### config.mk
export PLATFORM = sky130hd
export DESIGN_NAME = adc_window_comparator
export DESIGN_NICKNAME = d
export VERILOG_FILES = /design/src/logic/win_pkg.sv /design/src/logic/adc_window_comparator.sv
export SDC_FILE = /design/constraint.sdc
export NUM_CORES = 1
export LEC_CHECK = 0
export BUFFER_PORTS_ARGS = -buffer_cell sky130_fd_sc_hd__buf_2
export CAP_MARGIN = 20
export CELL_PAD_IN_SITES_DETAIL_PLACEMENT = 1
export CELL_PAD_IN_SITES_GLOBAL_PLACEMENT = 1
export CORE_MARGIN = 2
export CORE_UTILIZATION = 45
export DETAILED_ROUTE_END_ITERATION = 12
export PLACE_DENSITY_LB_ADDON = 0.3
export REMOVE_ABC_BUFFERS = 1
export SKIP_LAST_GASP = 1
export SYNTH_ARGS = -nofsm -noshare
export SYNTH_HDL_FRONTEND = slang
export SYNTH_SLANG_ARGS = --single-unit
### constraint.sdc
create_clock -name i_mclk -period 5.5 [get_ports i_mclk]
set_input_delay 0.275 -clock i_mclk [delete_from_list [all_inputs] [get_ports i_mclk]]
set_output_delay 0.275 -clock i_mclk [all_outputs]
set_load 0.1 [all_outputs]
### src/logic/win_pkg.sv
`default_nettype none

package win_pkg;

   // ---------------------------------------------------------------
   // Register map, byte addresses
   // ---------------------------------------------------------------
   localparam logic [7:0]  OFS_CONTROL     = 8'h00;
   localparam logic [7:0]  OFS_PAIR_CFG    = 8'h04;
   localparam logic [7:0]  OFS_CHAN_SEL    = 8'h08;
   localparam logic [7:0]  OFS_LT_LOW      = 8'h0c;
   localparam logic [7:0]  OFS_LT_HIGH     = 8'h10;
   localparam logic [7:0]  OFS_GT_LOW      = 8'h14;
   localparam logic [7:0]  OFS_GT_HIGH     = 8'h18;
   localparam logic [7:0]  OFS_RES_LOW     = 8'h1c;
   localparam logic [7:0]  OFS_RES_HIGH    = 8'h20;
   localparam logic [7:0]  OFS_IRQ_STATUS  = 8'h24;
   localparam logic [7:0]  OFS_IRQ_MASK    = 8'h28;

   // ---------------------------------------------------------------
   // Field positions
   // ---------------------------------------------------------------
   localparam int          CTL_LJST_BIT    = 0;
   localparam int          IRQ_WIN_BIT     = 0;
   localparam int          IRQ_EOC_BIT     = 1;
   localparam int          IRQ_BITS        = 2;

   // ---------------------------------------------------------------
   // Values after reset
   // ---------------------------------------------------------------
   localparam logic [7:0]  RST_LT_LOW      = 8'h00;
   localparam logic [7:0]  RST_LT_HIGH     = 8'h00;
   localparam logic [7:0]  RST_GT_LOW      = 8'hff;
   localparam logic [7:0]  RST_GT_HIGH     = 8'hff;
   localparam logic [7:0]  RST_BYTE        = 8'h00;
   localparam logic [1:0]  RST_IRQ         = 2'h0;

   // ---------------------------------------------------------------
   // Carriers
   // ---------------------------------------------------------------
   typedef struct packed {
      logic [7:0]  paddr;
      logic        psel;
      logic        penable;
      logic        pwrite;
      logic [31:0] pwdata;
   } apb_req_t;

   typedef struct packed {
      logic        done;
      logic [11:0] code;
   } conv_word_t;

   typedef enum logic {
      ST_IDLE = 1'b0,
      ST_ACK  = 1'b1
   } apb_state_t;

endpackage

`default_nettype wire

### src/logic/adc_window_comparator.sv
// Implementation choices: the APB slave port and the address map.
`timescale 1ns/1ps
`default_nettype none

module adc_window_comparator (
   input  wire logic                i_mclk,
   input  wire logic                i_rst_n,
   input  wire win_pkg::apb_req_t   i_apb,
   input  wire win_pkg::conv_word_t i_conv,
   output logic [31:0]              o_prdata,
   output logic                     o_pready,
   output logic                     o_pslverr,
   output logic                     o_irq,
   output logic                     o_window_match_flag,
   output logic [2:0]               o_input_channel_select
);
   import win_pkg::*;

   // ---------------------------------------------------------------
   // Functions
   // ---------------------------------------------------------------
   function automatic logic addr_mapped(input logic [7:0] a);
      addr_mapped = (a == OFS_CONTROL)    || (a == OFS_PAIR_CFG)  ||
                    (a == OFS_CHAN_SEL)   || (a == OFS_LT_LOW)    ||
                    (a == OFS_LT_HIGH)    || (a == OFS_GT_LOW)    ||
                    (a == OFS_GT_HIGH)    || (a == OFS_RES_LOW)   ||
                    (a == OFS_RES_HIGH)   || (a == OFS_IRQ_STATUS)||
                    (a == OFS_IRQ_MASK);
   endfunction

   // Strict less-than in the chosen number system
   function automatic logic word_below(input logic [15:0] a,
                                       input logic [15:0] b,
                                       input logic        sgn);
      word_below = sgn ? ($signed(a) < $signed(b)) : (a < b);
   endfunction

   // ---------------------------------------------------------------
   // Storage
   // ---------------------------------------------------------------
   apb_state_t  state;
   logic        left_justify_select;
   logic [7:0]  input_pair_config;
   logic [7:0]  input_channel_select;
   logic [7:0]  less_than_limit_low;
   logic [7:0]  less_than_limit_high;
   logic [7:0]  greater_than_limit_low;
   logic [7:0]  greater_than_limit_high;
   logic [7:0]  result_low_byte;
   logic [7:0]  result_high_byte;
   logic [1:0]  irq_status;
   logic [1:0]  irq_mask;

   logic        wr_fire;
   logic [15:0] lt_word;
   logic [15:0] gt_word;
   logic [15:0] new_word;
   logic        differential;
   logic        inside_mode;
   logic        below_lt;
   logic        above_gt;
   logic        window_hit;
   logic [1:0]  irq_set;
   logic [1:0]  irq_clr;
   logic [1:0]  next_irq_status;
   logic [1:0]  next_irq_mask;
   logic [31:0] next_prdata;

   // ---------------------------------------------------------------
   // APB slave, one wait state
   // ---------------------------------------------------------------
   assign wr_fire = i_apb.psel & i_apb.penable & o_pready & i_apb.pwrite;

   always_comb begin
      next_prdata = 32'h0000_0000;
      unique case (i_apb.paddr)
         OFS_CONTROL:    next_prdata[CTL_LJST_BIT] = left_justify_select;
         OFS_PAIR_CFG:   next_prdata[7:0] = input_pair_config;
         OFS_CHAN_SEL:   next_prdata[7:0] = input_channel_select;
         OFS_LT_LOW:     next_prdata[7:0] = less_than_limit_low;
         OFS_LT_HIGH:    next_prdata[7:0] = less_than_limit_high;
         OFS_GT_LOW:     next_prdata[7:0] = greater_than_limit_low;
         OFS_GT_HIGH:    next_prdata[7:0] = greater_than_limit_high;
         OFS_RES_LOW:    next_prdata[7:0] = result_low_byte;
         OFS_RES_HIGH:   next_prdata[7:0] = result_high_byte;
         OFS_IRQ_STATUS: next_prdata[IRQ_BITS-1:0] = irq_status;
         OFS_IRQ_MASK:   next_prdata[IRQ_BITS-1:0] = irq_mask;
         default:        next_prdata = 32'h0000_0000;
      endcase
   end

   always_ff @(posedge i_mclk or negedge i_rst_n) begin
      if (!i_rst_n) begin
         state     <= ST_IDLE;
         o_pready  <= 1'b0;
         o_pslverr <= 1'b0;
         o_prdata  <= 32'h0000_0000;
      end else begin
         unique case (state)
            ST_IDLE: begin
               if (i_apb.psel && i_apb.penable) begin
                  state     <= ST_ACK;
                  o_pready  <= 1'b1;
                  o_pslverr <= ~addr_mapped(i_apb.paddr);
                  o_prdata  <= i_apb.pwrite ? 32'h0000_0000 : next_prdata;
               end
            end
            ST_ACK: begin
               state     <= ST_IDLE;
               o_pready  <= 1'b0;
               o_pslverr <= 1'b0;
            end
         endcase
      end
   end

   // ---------------------------------------------------------------
   // Configuration and limit registers
   // ---------------------------------------------------------------
   always_ff @(posedge i_mclk or negedge i_rst_n) begin
      if (!i_rst_n) begin
         left_justify_select     <= 1'b0;
         input_pair_config       <= RST_BYTE;
         input_channel_select    <= RST_BYTE;
         less_than_limit_low     <= RST_LT_LOW;
         less_than_limit_high    <= RST_LT_HIGH;
         greater_than_limit_low  <= RST_GT_LOW;
         greater_than_limit_high <= RST_GT_HIGH;
         irq_mask                <= RST_IRQ;
      end else if (wr_fire) begin
         unique case (i_apb.paddr)
            OFS_CONTROL:  left_justify_select <= i_apb.pwdata[CTL_LJST_BIT];
            OFS_PAIR_CFG: input_pair_config   <= i_apb.pwdata[7:0];
            OFS_CHAN_SEL: input_channel_select <= i_apb.pwdata[7:0];
            OFS_LT_LOW:   less_than_limit_low  <= i_apb.pwdata[7:0];
            OFS_LT_HIGH:  less_than_limit_high <= i_apb.pwdata[7:0];
            OFS_GT_LOW:   greater_than_limit_low  <= i_apb.pwdata[7:0];
            OFS_GT_HIGH:  greater_than_limit_high <= i_apb.pwdata[7:0];
            OFS_IRQ_MASK: irq_mask <= i_apb.pwdata[IRQ_BITS-1:0];
            default: ;
         endcase
      end
   end

   always_ff @(posedge i_mclk or negedge i_rst_n) begin
      if (!i_rst_n) begin
         o_input_channel_select <= 3'h0;
      end else begin
         o_input_channel_select <= input_channel_select[2:0];
      end
   end

   // ---------------------------------------------------------------
   // Result word formation
   // ---------------------------------------------------------------
   // Limit words, high byte above low
   // Limit concatenation
   assign lt_word = {less_than_limit_high, less_than_limit_low};
   assign gt_word = {greater_than_limit_high, greater_than_limit_low};

   // Each pair of channels shares one pair-config bit
   assign differential = input_pair_config[{1'b0, input_channel_select[2:1]}];

   // Word as the result registers will hold it
   // Justify placement select
   always_comb begin
      if (left_justify_select) begin
         new_word = {i_conv.code, 4'h0};
      end else begin
         new_word = {{4{differential & i_conv.code[11]}}, i_conv.code};
      end
   end

   always_ff @(posedge i_mclk or negedge i_rst_n) begin
      if (!i_rst_n) begin
         result_low_byte  <= RST_BYTE;
         result_high_byte <= RST_BYTE;
      end else if (i_conv.done) begin
         result_low_byte  <= new_word[7:0];
         result_high_byte <= new_word[15:8];
      end
   end

   // ---------------------------------------------------------------
   // Window comparison
   // ---------------------------------------------------------------
   // Limits must share the word's justification; no realignment here
   // Compare as stored
   assign below_lt    = word_below(new_word, lt_word, differential);
   assign above_gt    = word_below(gt_word, new_word, differential);
   assign inside_mode = word_below(gt_word, lt_word, differential);

   always_comb begin
      if (inside_mode) begin
         window_hit = below_lt & above_gt;
      end else begin
         window_hit = below_lt | above_gt;
      end
   end

   // ---------------------------------------------------------------
   // Sticky status and interrupt
   // ---------------------------------------------------------------
   // Evaluate at end of conversion
   assign irq_set[IRQ_WIN_BIT] = i_conv.done & window_hit;
   assign irq_set[IRQ_EOC_BIT] = i_conv.done;
   assign irq_clr = (wr_fire && i_apb.paddr == OFS_IRQ_STATUS)
                    ? i_apb.pwdata[IRQ_BITS-1:0] : 2'h0;
   // New mask counts at once, so the level never lags a mask write
   assign next_irq_mask = (wr_fire && i_apb.paddr == OFS_IRQ_MASK)
                          ? i_apb.pwdata[IRQ_BITS-1:0] : irq_mask;

   // Set beats clear so a same-cycle event is never dropped
   // Sticky match flag
   assign next_irq_status = irq_set | (irq_status & ~irq_clr);

   always_ff @(posedge i_mclk or negedge i_rst_n) begin
      if (!i_rst_n) begin
         irq_status <= RST_IRQ;
      end else begin
         irq_status <= next_irq_status;
      end
   end

   always_ff @(posedge i_mclk or negedge i_rst_n) begin
      if (!i_rst_n) begin
         o_irq               <= 1'b0;
         o_window_match_flag <= 1'b0;
      end else begin
         o_irq               <= |(next_irq_status & next_irq_mask);
         o_window_match_flag <= next_irq_status[IRQ_WIN_BIT];
      end
   end

   // ---------------------------------------------------------------
   // Assertions
   // ---------------------------------------------------------------
   logic clr_win;
   assign clr_win = irq_clr[IRQ_WIN_BIT];
endmodule

`default_nettype wire

==> run_results.csv <==
group,metric,value,unit
layout,syn_to_final_growth,11.2,%
placement,port_buffers,48,
drt,wl_met3,707,microns
global_route,grt_max_degree,85,
drt,m1WireLength,7.24,mm
drt,drc_errors,0,
outcome,status,"finished clean",
pwr,vdd_drop_max,0.198,mV
yosys,synthTopCellsByArea,"dfrtp_1 32%, ha_1 11%, mux2_2 10%",
yosys,async_flop_share,100,%
placement,place.gp.congestion,0.856,
timing,tns,0,ns
placement,placed_cells,698,
worst_hold_path,hold_path_end,"o_prdata[0]",
clocking,cts_made_buffers,9,
yosys,yosysMostFrequentCell,"dfrtp_1",
placement,placed_area,0.00557,sq mm
yosys,ys.flop_type,"dfrtp_1",
yosys,syn_inst,526,
yosys,yosys-top-cells-count,"68 x dfrtp_1, 47 x mux2_2, 45 x ha_1",
drt,wl,15.9,mm
timing,whs,0.162,ns
drt,routed.top_layer,"met4",
pwr,power.density,258,mW/mm^2
critical_path,arrival,3.87,ns
global_route,antenna_found_initial,0,
critical_path,crit_path_max_fanout,8,
die,initial_utilization,46.4,%
critical_path,r2r_setup_slack,1.90,ns
timing,setup_violations,0,
placement,dpl.hpwl,12.1,mm
die,io_pins,97,
clocking,h-tree-depth,3,
clocking,cts_tree,"done",
clocking,cts-root-buf,"clkbuf_16",
yosys,syn_area,0.00532,sq mm
layout,num_antenna_cells,0,
timing,period_share,65.5,%
timing,clock.fmax,278,MHz
drt,wl_per_cell,22.3,microns
critical_path,required,5.77,ns
timing,period_needed,3.60,ns
yosys,synth_seq_cells,84,
worst_hold_path,holdCritStartpoint,"i_apb[32]",
yosys,yosysTopAreaCellShare,32.0,%
drt,first_pass_iters,4,
die,fp.dieH,113,microns
timing,maxSlewHeadroom,26.8,%
critical_path,end_kind,"flop",
drt,drtIter0Drc,247,
drt,viasPerCell,5.97,
die,die_area,0.0127,sq mm
clocking,clock_latency,0.36,ns
yosys,ys_types,59,
critical_path,reg2regPathDepth,11,
pwr,leakagePower,2.82,nW
die,num_rows,39,
layout,design_area,0.00591,sq mm
global_route,grt_pass1_wl,25.0,mm
layout,drive_gt1_share,25.0,%
critical_path,critPathLaunchType,"flop",
layout,finalNonFillerCells,716,
timing,final_max_slew_viol_count,0,
yosys,ys_warn_count,0,
die,die_w,113,microns
yosys,synth_edf_count,0,
global_route,grt_pass1_vias,4468,
timing,hold_viol,0,
timing,rsz0062_at_grt,"no",
global_route,grt_usage,25.8,%
timing,tightest_slew,1.09,ns
pwr,totalPowerFinal,1.52,mW
drt,dr_total_vias,4276,
yosys,syn_avg_cell_area,10.1,sq um
worst_hold_path,whs_path_depth,2,
clocking,clock-sinks,84,
timing,worst_clock_skew,0.00673,ns
run,drv_cap,0,
clocking,clk_path_buf_depth,2,
clocking,cts.clk_slew.worst_paths,0.06,ns
yosys,synth.largest_area_cell,"dfrtp_1",
worst_hold_path,hold_path.class,"primary input to flop",
drt,wl_met2,7.59,mm
clocking,cts_setup_buffers,0,
layout,fillers,1284,
drt,postRouteAntennaNets,0,
layout,num-nets-final,671,
yosys,ys_seq_area_share,39.9,%
critical_path,regToRegEndpoint,"o_irq",
critical_path,r2r_start,"input_channel_select[1]",
die,core_area,0.0115,sq mm
global_route,globalRouteOverflowTotal,0,
critical_path,critical_path_class,"flop to flop",
## sequential cells by signal, summed over array words and instances, names as in the netlist, 2 cells and up
name                     count
result_high_byte             8
o_prdata                     8
greater_than_limit_low       8
less_than_limit_low          8
input_channel_select         8
greater_than_limit_high      8
irq_mask                     2
irq_status                   2
result_low_byte              8
o_input_channel_select       3
less_than_limit_high         8
input_pair_config            8
## power by group
group | leakage [nW] | total [mW] | switching [mW] | internal (mW)
combinational | 1.65 | 0.223 | 0.176 | 0.0466
clock | 0.156 | 0.652 | 0.257 | 0.395
sequential | 1.02 | 0.650 | 0.0143 | 0.635
total | 2.82 | 1.52 | 0.448 | 1.08
## routing by layer
layer  vias to the layer above  track usage [%]
li1                       1957                -
met1                      2171             34.3
met2                       118             42.1
met3                        30             3.54
met4                         0             11.7
met5                         -                0
## metrics by stage
stage	setup slack [ns]	utilization (%)
after floorplan	2.57	-
after global placement	2.04	48.5
after detailed placement	1.98	48.5
after CTS	1.95	51.2
after global routing	1.72	51.6
final	1.90	51.6
## layout by cell type, fill, tap and decap left out, drive strengths merged, types with 3 or more instances in the layout
cell type | Yosys | layout
a211oi | 9 | 9
nand3 | 14 | 14
nand3b | 4 | 4
nand4 | 8 | 8
mux2i | 18 | 18
nand2b | 8 | 8
mux2 | 47 | 47
buf | 31 | 49
o31ai | 4 | 4
and2 | 3 | 3
nor3 | 17 | 17
clkinv | 0 | 4
conb | 1 | 24
nor4 | 4 | 4
dfrtp | 68 | 68
o22ai | 5 | 5
inv | 35 | 35
nand2 | 36 | 36
a22oi | 12 | 12
ha | 45 | 45
dfstp | 16 | 16
o21a | 3 | 3
a21oi | 26 | 26
a21o | 7 | 7
clkbuf | 11 | 10
nor2 | 28 | 28
o21ai | 33 | 33
## cells by family after synthesis
family | after synthesis | synth area share, %
AND/OR/NAND/NOR | 131 | 13.0
AO/OA/AOI/OAI | 120 | 14.7
flip-flops | 84 | 39.9
buffers and inverters | 77 | 7.36
multiplexers | 67 | 14.2
adder cells (fa/ha/maj) | 46 | 10.8
other | 1 | 0.0705
## final cells by class
type / count / area (sq um) / area share, %
clock buffers: 10 / 229 / 3.87
well taps: 143 / 179 / 3.03
inverters: 35 / 131 / 2.22
repair buffers: 50 / 280 / 4.74
clock inverters: 6 / 80.1 / 1.35
flip-flops and latches: 84 / 2120 / 35.9
multi-input cells: 388 / 2890 / 48.9
## worst max path at each step
stage,from,to,slack (ns),cells past startpoint
floorplan,input_channel_select[1],o_irq,2.57,11
global placement,input_channel_select[1],o_irq,2.04,12
detailed placement,input_channel_select[1],o_irq,1.98,11
CTS,input_channel_select[1],o_irq,1.95,11
global route,input_channel_select[1],o_irq,1.72,11
finish,input_channel_select[1],o_irq,1.90,11
## worst max-delay path: stages, from the launching register on
cell and delay (ns):
dfrtp_1 0.44, mux4_2 0.66, and3b_1 0.25, a21oi_1 0.38, ha_1 0.33, and4_1 0.22, a21oi_1 0.13, o21ai_0 0.15
a211oi_1 0.26, nor3_1 0.11, maj3_2 0.36, o31ai_2 0.21
## repair_timing
action / in CTS / in global routing
gates resized for setup: 0 / 0
endpoints found under the setup margin: 0 / 0
hold buffers: 0 / 1
endpoints found under the hold margin: 0 / 21
(Power assumes the default switching activity.)
